--- config.mk ---
export PLATFORM = sky130hd
export DESIGN_NAME = capture_timer_unit
export DESIGN_NICKNAME = d
export VERILOG_FILES = /design/src/hw/capture_timer_pkg.sv /design/src/hw/glitch_filter.sv /design/src/hw/edge_detect.sv /design/src/hw/capture_timer_unit.sv
export SDC_FILE = /design/constraint.sdc
export NUM_CORES = 1
export LEC_CHECK = 0
export ABC_AREA = 1
export BUFFER_PORTS_ARGS = -buffer_cell sky130_fd_sc_hd__buf_2
export CELL_PAD_IN_SITES_DETAIL_PLACEMENT = 1
export CELL_PAD_IN_SITES_GLOBAL_PLACEMENT = 2
export CORE_ASPECT_RATIO = 0.8
export CORE_UTILIZATION = 34
export CTS_CLUSTER_SIZE = 24
export DETAILED_ROUTE_END_ITERATION = 10
export PLACE_DENSITY_LB_ADDON = 0.1
export REMOVE_ABC_BUFFERS = 1
export SLEW_MARGIN = 20
export SYNTH_ARGS = -nofsm -noshare
export SYNTH_HDL_FRONTEND = slang
export SYNTH_SLANG_ARGS = --single-unit
--- constraint.sdc ---
create_clock -name pclk -period 3.46 [get_ports pclk]
set_clock_uncertainty 0.1 [all_clocks]
set_input_delay 0 -clock pclk [delete_from_list [all_inputs] [get_ports pclk]]
set_output_delay 0 -clock pclk [all_outputs]
set_load 0.01 [all_outputs]
--- src/hw/capture_timer_pkg.sv ---
// Package: register map, field layout and types of the capture/compare timer
// Overview of operation
// - Read-only capture high byte holds count bits 15..8; undefined after reset.
// - Four capture inputs: three filtered Hall signals and one external pin.
// - Each input edge detection: rising, falling or both, by two-bit field.
// - Module-on bit enables timer; off stops the counter.
// - Capture input enable bit gates capture recognition independently.
// - Filter enable bit switches a glitch filter on Hall inputs.
// - Filter accepts a level after 2 or 4 identical samples, bit selects.
// - Filter samples at system clock or system clock divided by four.
// - Valid edge with capture enabled copies 16-bit count into capture bytes.
// - Counter overflow sets the overflow interrupt flag.
// - Capture auto-clear resets counter to zero after the count is stored.
// - Software-written 16-bit compare value held in two byte registers.
// - Counter equal to compare value sets the compare match flag.
// - Match auto-clear resets counter to zero on compare match.
// - Three-bit counter clock select: PWM period signal, or sysclk/2..128.
// - Module-on rising clears counter; falling keeps residual value.
// - Pause bit freezes counter; counting resumes from held value.
// - Edge field: 00 off, 01 rising, 10 falling, 11 both edges.
package capture_timer_pkg;

  // Register byte addresses (word aligned)
  localparam logic [7:0] ctrl0_addr                   = 8'h00;
  localparam logic [7:0] ctrl1_addr                   = 8'h04;
  localparam logic [7:0] counter_low_byte_addr        = 8'h08;
  localparam logic [7:0] counter_high_byte_addr       = 8'h0C;
  localparam logic [7:0] compare_value_low_byte_addr  = 8'h10;
  localparam logic [7:0] compare_value_high_byte_addr = 8'h14;
  localparam logic [7:0] capture_value_low_byte_addr  = 8'h18;
  localparam logic [7:0] capture_value_high_byte_addr = 8'h1C;
  localparam logic [7:0] irq_status_addr              = 8'h20;
  localparam logic [7:0] irq_mask_addr                = 8'h24;

  // Control register 0 fields
  localparam int pause_pos  = 7;
  localparam int clksel_lsb = 4;
  localparam int module_pos = 3;
  localparam int srcsel_lsb = 0;
  // Control register 1 fields
  localparam int edge_lsb     = 6;
  localparam int capture_input_enable_pos    = 5;
  localparam int nft_pos      = 4;
  localparam int nfs_pos      = 3;
  localparam int fil_pos      = 2;
  localparam int capture_auto_clear_pos   = 1;
  localparam int matchclr_pos = 0;
  // Interrupt status / mask bits
  localparam int ovf_bit   = 0;
  localparam int match_bit = 1;
  localparam int cap_bit   = 2;

  localparam logic [7:0] ctrl_reset  = 8'h00;
  localparam logic [2:0] irq_reset   = 3'h0;
  localparam logic [2:0] filt_div    = 3'h4;
  localparam logic [2:0] short_count = 3'h2;
  localparam logic [2:0] long_count  = 3'h4;

  // Edge select encodings
  typedef enum logic [1:0] {
    edge_off  = 2'h0,
    edge_rise = 2'h1,
    edge_fall = 2'h2,
    edge_both = 2'h3
  } edge_e;

  // Timer configuration bundle
  typedef struct packed {
    logic       pause;
    logic [2:0] clk_sel;
    logic       module_on;
    logic [1:0] src_sel;
    edge_e      edge_sel;
    logic       cap_en;
    logic       filt_long;
    logic       filt_slow;
    logic       filt_en;
    logic       cap_clr;
    logic       match_clr;
  } timer_cfg_s;

endpackage

--- src/hw/glitch_filter.sv ---
// Glitch filter: accepts a level after N identical samples
`timescale 1ns/1ps
`default_nettype none
module glitch_filter
  import capture_timer_pkg::*;
(
  input  wire logic pclk,
  input  wire logic presetn,
  input  wire logic ce,
  input  wire logic enable,
  input  wire logic sample_tick,
  input  wire logic long_count_sel,
  input  wire logic din,
  output var  logic dout
);

  logic [2:0] run;

  ////////////////////////////////////////////////////////////////////////
  // Consecutive sample check
  always_ff @(posedge pclk or negedge presetn) begin
    if (!presetn) begin
      run  <= 3'h0;
      dout <= 1'b0;
    end else if (ce) begin
      if (!enable) begin
        run  <= 3'h0;
        dout <= din; // Bypass when filter off
      end else if (sample_tick) begin
        if (din == dout) begin
          run <= 3'h0;
        end else if (run + 3'h1 >= (long_count_sel ? long_count : short_count)) begin
          run  <= 3'h0;
          dout <= din;
        end else begin
          run <= run + 3'h1;
        end
      end
    end
  end

endmodule // glitch_filter
`default_nettype wire

--- src/hw/edge_detect.sv ---
// Edge detector with rise/fall/both selection
`timescale 1ns/1ps
`default_nettype none
module edge_detect
  import capture_timer_pkg::*;
(
  input  wire logic  pclk,
  input  wire logic  presetn,
  input  wire logic  ce,
  input  wire edge_e edge_sel,
  input  wire logic  din,
  output var  logic  hit
);

  logic prev;

  // Previous level
  always_ff @(posedge pclk or negedge presetn) begin
    if (!presetn) begin
      prev <= 1'b0;
    end else if (ce) begin
      prev <= din;
    end
  end

  always_comb begin
    case (edge_sel)
      edge_rise: hit = din & ~prev;
      edge_fall: hit = ~din & prev;
      edge_both: hit = din ^ prev;
      default:   hit = 1'b0;
    endcase
  end

endmodule // edge_detect
`default_nettype wire

--- src/hw/capture_timer_unit.sv ---
// Capture/compare timer with APB register interface
`timescale 1ns/1ps
`default_nettype none
module capture_timer_unit
  import capture_timer_pkg::*;
#(
  parameter int count_width = 16
) (
  input  wire logic        pclk,
  input  wire logic        presetn,
  input  wire logic        ce,
  input  wire logic        psel,
  input  wire logic        penable,
  input  wire logic        pwrite,
  input  wire logic [7:0]  paddr,
  input  wire logic [31:0] pwdata,
  output var  logic [31:0] prdata,
  output var  logic        pready,
  output var  logic        pslverr,
  input  wire logic        hall_pin_one,
  input  wire logic        hall_pin_two,
  input  wire logic        hall_pin_three,
  input  wire logic        external_capture_pin,
  input  wire logic        pwm_period_signal,
  output var  logic        irq
);

  // Counter width must fit the 16-bit register pair
  if (count_width < 2 || count_width > 16) begin : g_width_check
    $error("count_width must lie between 2 and 16");
  end

  // Top count before the counter wraps to zero
  localparam logic [15:0] count_max = 16'((17'h1 << count_width) - 17'h1);

  timer_cfg_s  cfg;
  logic [15:0] counter;
  logic [15:0] compare_value;
  logic [15:0] capture_value;
  logic [2:0]  irq_status;
  logic [2:0]  irq_mask;
  logic [3:0]  pin_meta;
  logic [3:0]  pin_sync;
  logic        pwm_meta;
  logic        pwm_sync;
  logic        pwm_prev;
  logic [2:0]  hall_filt;
  logic [1:0]  filt_div_cnt;
  logic        filt_tick;
  logic [6:0]  prescale;
  logic [6:0]  next_prescale;
  logic        count_tick;
  logic        module_prev;
  logic        sel_in;
  logic        edge_hit;
  logic        capture_event;
  logic        match_event;
  logic        ovf_event;
  logic        wr;
  logic        rd;
  logic [2:0]  clr_bits;

  ////////////////////////////////////////////////////////////////////////
  // Pin synchronisers, two stages
  always_ff @(posedge pclk or negedge presetn) begin
    if (!presetn) begin
      pin_meta <= 4'h0;
      pin_sync <= 4'h0;
      pwm_meta <= 1'b0;
      pwm_sync <= 1'b0;
      pwm_prev <= 1'b0;
    end else if (ce) begin
      pin_meta <= {external_capture_pin, hall_pin_three, hall_pin_two, hall_pin_one};
      pin_sync <= pin_meta;
      pwm_meta <= pwm_period_signal;
      pwm_sync <= pwm_meta;
      pwm_prev <= pwm_sync;
    end
  end

  ////////////////////////////////////////////////////////////////////////
  // Filter sample rate divider
  always_ff @(posedge pclk or negedge presetn) begin
    if (!presetn) begin
      filt_div_cnt <= 2'h0;
    end else if (ce) begin
      filt_div_cnt <= filt_div_cnt + 2'h1;
    end
  end
  assign filt_tick = cfg.filt_slow ? (filt_div_cnt == 2'(filt_div - 3'h1)) : 1'b1;

  // Hall input filters, active with module on
  genvar g;
  generate
    for (g = 0; g < 3; g++) begin : g_hall
      glitch_filter u_filt (
        .pclk           (pclk),
        .presetn        (presetn),
        .ce             (ce),
        .enable         (cfg.filt_en & cfg.module_on),
        .sample_tick    (filt_tick),
        .long_count_sel (cfg.filt_long),
        .din            (pin_sync[g]),
        .dout           (hall_filt[g])
      );
    end
  endgenerate

  ////////////////////////////////////////////////////////////////////////
  // Capture source mux
  always_comb begin
    case (cfg.src_sel)
      2'h0:    sel_in = hall_filt[0];
      2'h1:    sel_in = hall_filt[1];
      2'h2:    sel_in = hall_filt[2];
      default: sel_in = pin_sync[3];
    endcase
  end

  edge_detect u_edge (
    .pclk     (pclk),
    .presetn  (presetn),
    .ce       (ce),
    .edge_sel (cfg.edge_sel),
    .din      (sel_in),
    .hit      (edge_hit)
  );

  // Capture gated by enable and module on
  assign capture_event = edge_hit & cfg.cap_en & cfg.module_on;

  ////////////////////////////////////////////////////////////////////////
  // Counter clock prescaler
  assign next_prescale = prescale + 7'h1;
  always_ff @(posedge pclk or negedge presetn) begin
    if (!presetn) begin
      prescale <= 7'h0;
    end else if (ce) begin
      prescale <= next_prescale;
    end
  end

  always_comb begin
    case (cfg.clk_sel)
      3'h0:    count_tick = pwm_sync & ~pwm_prev;
      default: count_tick = (prescale & ((7'h1 << cfg.clk_sel) - 7'h1)) == 7'h0;
    endcase
  end

  assign match_event = cfg.module_on & (counter == compare_value);
  assign ovf_event   = cfg.module_on & ~cfg.pause & count_tick & (counter == count_max);

  ////////////////////////////////////////////////////////////////////////
  // Counter with clear, pause and auto-reset
  always_ff @(posedge pclk or negedge presetn) begin
    if (!presetn) begin
      counter     <= 16'h0000;
      module_prev <= 1'b0;
    end else if (ce) begin
      module_prev <= cfg.module_on;
      if (cfg.module_on & ~module_prev) begin
        counter <= 16'h0000;
      end else if (capture_event & cfg.cap_clr) begin
        counter <= 16'h0000;
      end else if (match_event & cfg.match_clr & (counter != 16'h0000)) begin
        counter <= 16'h0000;
      // Count only while on and not paused
      end else if (cfg.module_on & ~cfg.pause & count_tick) begin
        counter <= (counter == count_max) ? 16'h0000 : counter + 16'h0001; // Wrap at width top
      end
    end
  end

  ////////////////////////////////////////////////////////////////////////
  // Capture register, no reset value
  always_ff @(posedge pclk) begin
    if (ce & capture_event) begin
      capture_value <= counter;
    end
  end

  ////////////////////////////////////////////////////////////////////////
  // APB decode, zero wait states
  assign pready  = 1'b1;
  assign pslverr = 1'b0;
  assign wr      = psel & penable & pwrite & ce;
  assign rd      = psel & ~pwrite;

  // Control and compare registers
  always_ff @(posedge pclk or negedge presetn) begin
    if (!presetn) begin
      cfg           <= '0;
      compare_value <= 16'h0000;
      irq_mask      <= irq_reset;
    end else if (wr) begin
      case (paddr)
        ctrl0_addr: begin
          cfg.pause     <= pwdata[pause_pos];
          cfg.clk_sel   <= pwdata[clksel_lsb +: 3];
          cfg.module_on <= pwdata[module_pos];
          cfg.src_sel   <= pwdata[srcsel_lsb +: 2];
        end
        ctrl1_addr: begin
          cfg.edge_sel  <= edge_e'(pwdata[edge_lsb +: 2]);
          cfg.cap_en    <= pwdata[capture_input_enable_pos];
          cfg.filt_long <= pwdata[nft_pos];
          cfg.filt_slow <= pwdata[nfs_pos];
          cfg.filt_en   <= pwdata[fil_pos];
          cfg.cap_clr   <= pwdata[capture_auto_clear_pos];
          cfg.match_clr <= pwdata[matchclr_pos];
        end
        compare_value_low_byte_addr:  compare_value[7:0]  <= pwdata[7:0];
        compare_value_high_byte_addr: compare_value[15:8] <= pwdata[7:0];
        irq_mask_addr:                irq_mask <= pwdata[2:0];
        default: ;
      endcase
    end
  end

  ////////////////////////////////////////////////////////////////////////
  // Sticky flags, set wins over write-one clear
  assign clr_bits = (wr && paddr == irq_status_addr) ? pwdata[2:0] : 3'h0;
  always_ff @(posedge pclk or negedge presetn) begin
    if (!presetn) begin
      irq_status <= irq_reset;
    end else if (ce) begin
      irq_status <= (irq_status & ~clr_bits)
                  | {capture_event, match_event, ovf_event};
    end
  end

  assign irq = |(irq_status & irq_mask);

  // Read data mux
  always_comb begin
    prdata = 32'h0000_0000;
    if (rd) begin
      case (paddr)
        ctrl0_addr:   prdata[7:0] = {cfg.pause, cfg.clk_sel, cfg.module_on, 1'b0, cfg.src_sel};
        ctrl1_addr:   prdata[7:0] = {cfg.edge_sel, cfg.cap_en, cfg.filt_long, cfg.filt_slow,
                                     cfg.filt_en, cfg.cap_clr, cfg.match_clr};
        counter_low_byte_addr:        prdata[7:0] = counter[7:0];
        counter_high_byte_addr:       prdata[7:0] = counter[15:8];
        compare_value_low_byte_addr:  prdata[7:0] = compare_value[7:0];
        compare_value_high_byte_addr: prdata[7:0] = compare_value[15:8];
        capture_value_low_byte_addr:  prdata[7:0] = capture_value[7:0];
        capture_value_high_byte_addr: prdata[7:0] = capture_value[15:8];
        irq_status_addr:              prdata[2:0] = irq_status;
        irq_mask_addr:                prdata[2:0] = irq_mask;
        default:                      prdata = 32'h0000_0000;
      endcase
    end
  end

  ////////////////////////////////////////////////////////////////////////
  // Assertions
  // Enable rising clears counter
  on_clear_a: assert property (@(posedge pclk) disable iff (!presetn)
    ce && cfg.module_on && !module_prev |=> counter == 16'h0000)
    else $error("counter not cleared on enable");
  pause_hold_a: assert property (@(posedge pclk) disable iff (!presetn)
    ce && cfg.pause && module_prev && !capture_event && !match_event |=> $stable(counter))
    else $error("counter moved while paused");
  off_hold_a: assert property (@(posedge pclk) disable iff (!presetn)
    ce && !cfg.module_on && !module_prev |=> $stable(counter))
    else $error("counter moved while off");
  cap_store_a: assert property (@(posedge pclk) disable iff (!presetn)
    ce && capture_event |=> capture_value == $past(counter))
    else $error("capture value wrong");
  cap_clear_a: assert property (@(posedge pclk) disable iff (!presetn)
    ce && capture_event && cfg.cap_clr |=> counter == 16'h0000)
    else $error("counter not cleared after capture");
  match_flag_a: assert property (@(posedge pclk) disable iff (!presetn)
    ce && match_event |=> irq_status[match_bit])
    else $error("match flag not set");
  ovf_flag_a: assert property (@(posedge pclk) disable iff (!presetn)
    ce && ovf_event && module_prev && !capture_event |=> irq_status[ovf_bit])
    else $error("overflow flag not set");
  cap_gate_a: assert property (@(posedge pclk) disable iff (!presetn)
    ce && !cfg.cap_en && !irq_status[cap_bit] |=> !irq_status[cap_bit])
    else $error("capture without enable");
  match_clear_a: assert property (@(posedge pclk) disable iff (!presetn)
    ce && match_event && cfg.match_clr && module_prev && counter != 16'h0000
    |=> counter == 16'h0000)
    else $error("counter not cleared on match");

  ////////////////////////////////////////////////////////////////////////
  // Checks on wrap, tick spacing, filters and registers
  // Overflow wraps to zero
  ovf_wrap_a: assert property (@(posedge pclk) disable iff (!presetn)
    ce && ovf_event && module_prev && !capture_event && !cfg.match_clr |=> counter == 16'h0000)
    else $error("counter did not wrap on overflow");
  ovf_clear_a: assert property (@(posedge pclk) disable iff (!presetn)
    wr && paddr == irq_status_addr && pwdata[ovf_bit] && !ovf_event |=> !irq_status[ovf_bit])
    else $error("overflow flag not cleared");
  // Prescaled ticks never back to back
  tick_gap_a: assert property (@(posedge pclk) disable iff (!presetn)
    ce && cfg.clk_sel != 3'h0 && count_tick |=> !count_tick || cfg.clk_sel != $past(cfg.clk_sel))
    else $error("prescaled tick repeated");
  filt_bypass_a: assert property (@(posedge pclk) disable iff (!presetn)
    ce && !(cfg.filt_en && cfg.module_on) |=> hall_filt == $past(pin_sync[2:0]))
    else $error("filter not bypassed");
  filt_tick_a: assert property (@(posedge pclk) disable iff (!presetn)
    ce && cfg.filt_slow && filt_tick |=> !filt_tick || !cfg.filt_slow)
    else $error("slow filter tick repeated");
  cmp_write_a: assert property (@(posedge pclk) disable iff (!presetn)
    wr && paddr == compare_value_low_byte_addr |=> compare_value[7:0] == $past(pwdata[7:0]))
    else $error("compare byte not written");
  edge_off_a: assert property (@(posedge pclk) disable iff (!presetn)
    cfg.edge_sel == edge_off |-> !edge_hit)
    else $error("edge hit while detection off");
  off_keep_a: assert property (@(posedge pclk) disable iff (!presetn)
    ce && !cfg.module_on && module_prev |=> $stable(counter))
    else $error("counter moved after switch off");

  cap_seen_c:   cover property (@(posedge pclk) disable iff (!presetn) capture_event);
  match_seen_c: cover property (@(posedge pclk) disable iff (!presetn) match_event);
  ovf_seen_c:   cover property (@(posedge pclk) disable iff (!presetn) ovf_event);
  irq_seen_c:   cover property (@(posedge pclk) disable iff (!presetn) irq);
  clr_seen_c:   cover property (@(posedge pclk) disable iff (!presetn) capture_event && cfg.cap_clr);

endmodule // capture_timer_unit
`default_nettype wire

==> key figures <==
Status
  – Run status: finished, final reports clean

Synthesis
  – Synth Flop Type: dfrtp_1
  – Fraction of registers with async set/reset: 0.845
  – Post-synthesis xor/xnor area fraction: 0.0281
  – Synth Area in Adders: 0.0321
  – Mapped Area: 6240 um2
  – Register area share after synthesis: 0.426
  – Unique masters post-synth: 44
  – #FFs+latches synth: 103
  – Main combinational cell family by area after synthesis: simple AND/OR/NAND/NOR gates
  – Post-synth EDFFs: 16
  – Mux contribution to synthesized area: 0.00160
  – Yosys warns: 0
  – Syn Area/Cell: 7.61 um2
  – Post-synthesis compound-gate area fraction: 0.0995
  – Cells after Synth: 820
  – Simple logic cell fraction of the synthesized area: 0.302

Clock tree
  – Clock-pin slew of the registers on the worst-case setup and hold paths: 0.07 ns
  – Sink Count: 103
  – Post-CTS setup buffers: 0
  – TritonCTS clock tree: done
  – Root Driver: clkbuf_16
  – CTS Buffer Depth: 2
  – Worst-Skew Late Latency: 0.36 ns
  – Total CTS buffers: 9
  – H-Tree Level Count: 3

Finish
  – Layout cell share with drive strength beyond 1: 0.110
  – Most frequent cells in the layout: nand2_1, dfrtp_1, inv_1
  – Finished Cell Area: 6990 um2
  – Ant diodes: 0
  – FILL cells: 2,208
  – Area grow syn2layout: 12.1%
  – Layout Cells excl Fill: 1,097
  – Final net count: 934
  – Commonest non-fill, non-tap cell in the layout: nand2_1

Worst setup path
  – Worst Setup End Kind: register
  – Worst path top cell family by delay: simple AND/OR/NAND/NOR gates
  – Reg2reg setup slack: 0.79 ns
  – CP peak stage delay: 0.44 ns
  – Startpoint Class: register
  – Critical Path AT: 2.80 ns
  – Critical Path RT: 3.60 ns
  – Worst path buffer plus inverter count: 2
  – Worst Path Class, Setup: reg -> reg
  – Crit path cell chain: a211o_1 > nand2_1 > inv_1 > ha_1 > nand2_1 > nand2_1 > and3_1 > nand2_1 > o21ai_0 > inv_1 > nand2_2 > nand2_4 > nand2_8 > nand2_1 > nand2_1
  – Top cell by count, worst path: nand2_1
  – Crit path max fanout: 17
  – Slowest-stage cell, CP: dfrtp_1

Pwr
  – Max VDD drop: 0.000227 V
  – Pwr dens: 395 nW/um2
  – Pleak: 3.46 nW

Global routing
  – All-Layer GR Usage: 0.227
  – Initial antenna violation count: 0
  – Busiest layer in global routing: met2
  – Largest net degree at the start of global routing: 49
  – Met1 Use GR: 0.331
  – Met2 Track Usage GR: 0.347
  – Met3 Usage GRT: 0.0403
  – Vias in the first global route: 5,655
  – First-pass GRT wire length: 32.1 mm
  – Grt ovf: 0

Die
  – Die H: 123 um
  – Row cnt: 43
  – Core box area: 17,600 um2
  – Die ar.: 18,900 um2
  – Initial core utilization: 0.353
  – Ports: 86
  – Die Wd: 153 um

Drt
  – DR vias: 5,521
  – Initial drt markers: 325
  – Post-DR wirelength/cell: 18.4 um
  – Post-DR vias/cell: 5.03
  – Pre-Repair DR Iteration Count: 4
  – ANT nets after route: 0
  – Final wirelength: 20.2 mm
  – DRC: 0

Placed design
  – Final GP Congestion: 0.929
  – Placed inst area: 6530 um2
  – Post-DP HPWL: 15.6 mm
  – PortBufs: 35
  – Placed cells: 1,067

Timing
  – Maximum clock frequency: 0.375 GHz
  – Sum Neg Setup Slack: 0 ns
  – Min Tclk post-route: 2.67 ns
  – Fin Hold WS: 0.0292 ns
  – Period utilisation layout: 0.771
  – RSZ-0062 raised after global routing: false
  – Relative slew slack: 0.571
  – Final Hold Fails: 0
  – Setup violations, final: 0
  – Final Max Tran Viols: 0
  – Slew @ Worst Pin: 0.644 ns

Flow run
  – Max Cap Viol: 0

Min path
  – Hold Crit Class: in -> reg
## area by class of cell
| type | instances | area [um2] | share of cell area |
|---|---|---|---|
| Multi-Input combinational cell | 598 | 2990 | 0.427 |
| Sequential cell | 103 | 2660 | 0.380 |
| Inverter | 99 | 372 | 0.0532 |
| Timing Repair Buffer | 56 | 370 | 0.0530 |
| Clock buffer | 13 | 293 | 0.0419 |
| Tap cell | 225 | 282 | 0.0403 |
| Clock inverter | 3 | 27.5 | 0.00394 |
## worst paths after layout
path | endpoint | startpoint | depth (start not counted)
setup / recovery | counter[5]$_DFFE_PN0P_ | cfg[9]$_DFFE_PN0P_ | 15
hold / removal | pin_sync[0]$_DFFE_PN0P_ | ce | 4
setup reg to reg | counter[5]$_DFFE_PN0P_ | cfg[9]$_DFFE_PN0P_ | 15
hold reg to reg | pin_meta[2]$_DFFE_PN0P_ | pin_meta[2]$_DFFE_PN0P_ | 2
max in group asynchronous | compare_value[2]$_DFFE_PN0P_ | presetn | 3
min in group asynchronous | compare_value[14]$_DFFE_PN0P_ | presetn | 2
## metal layers
layer,share of wire,wire (um)
met4,0.012,239
met2,0.42,8510
met3,0.044,897
met5,0,0
met1,0.52,10500
## through the flow
| step | setup WS (ns) | utilization | power (W) |
|---|---|---|---|
| after floorplan | 0.991 | - | 0.00155 |
| final | 0.793 | 0.396 | 0.00276 |
| after detailed placement | 0.792 | 0.370 | 0.00168 |
| after CTS | 0.791 | 0.396 | 0.00281 |
| after global routing | 0.610 | 0.396 | 0.00289 |
| after global placement | 0.876 | 0.370 | 0.00166 |
## timing repair
| item | 4_1_cts | 5_1_grt |
|---|---|---|
| gates resized for setup | 0 | 0 |
| endpoints found under the hold margin | 86 | 0 |
| hold buffers | 14 | 0 |
## sequential cells by signal, summed over array words and instances, names as in the netlist, 3 cells and up
signal,count
pin_meta,4
counter,16
g_hall.u_filt.run,9
pin_sync,4
compare_value,16
cfg,15
irq_status,3
capture_value,16
g_hall.u_filt.dout,3
irq_mask,3
prescale,7
## where the power goes
part	internal (W)	switching, W	total [W]
Clock	0.000605	0.000494	0.00110
Combinational	0.000106	0.000180	0.000286
Sequential	0.00130	0.0000693	0.00137
## worst reg2reg max path, cell delays in order (launching register included)
cell and delay, ns:
dfrtp_1 0.44, a211o_1 0.31, nand2_1 0.14, inv_1 0.06
ha_1 0.19, nand2_1 0.06, nand2_1 0.04, and3_1 0.19
nand2_1 0.18, o21ai_0 0.13, inv_1 0.10, nand2_2 0.07
nand2_4 0.22, nand2_8 0.16, nand2_1 0.11, nand2_1 0.06
## cells by family after synthesis
| logic type | count (synthesis) |
|---|---|
| xor+xnor | 20 |
| flops | 103 |
| fa+ha+maj | 16 |
| buf+inv | 143 |
| other cells | 2 |
| simple gates | 424 |
| compound gates | 111 |
| mux | 1 |
## cell usage after synthesis, types with 6 or more instances
cell type | n | share of area
a21oi_1 | 15 | 0.012
buf_2 | 7 | 0.0056
buf_4 | 30 | 0.036
dfrtp_1 | 87 | 0.35
edfxtp_1 | 16 | 0.077
ha_1 | 16 | 0.032
inv_1 | 84 | 0.051
inv_2 | 15 | 0.0090
nand2_1 | 242 | 0.15
nand2_2 | 9 | 0.0090
nand3_1 | 69 | 0.055
nand4_1 | 14 | 0.014
nor2_1 | 66 | 0.040
nor3_1 | 6 | 0.0048
o21ai_0 | 48 | 0.039
o21ai_1 | 21 | 0.017
o22ai_1 | 13 | 0.013
xor2_1 | 15 | 0.021
Note: power is estimated with default switching activity, not from simulation.
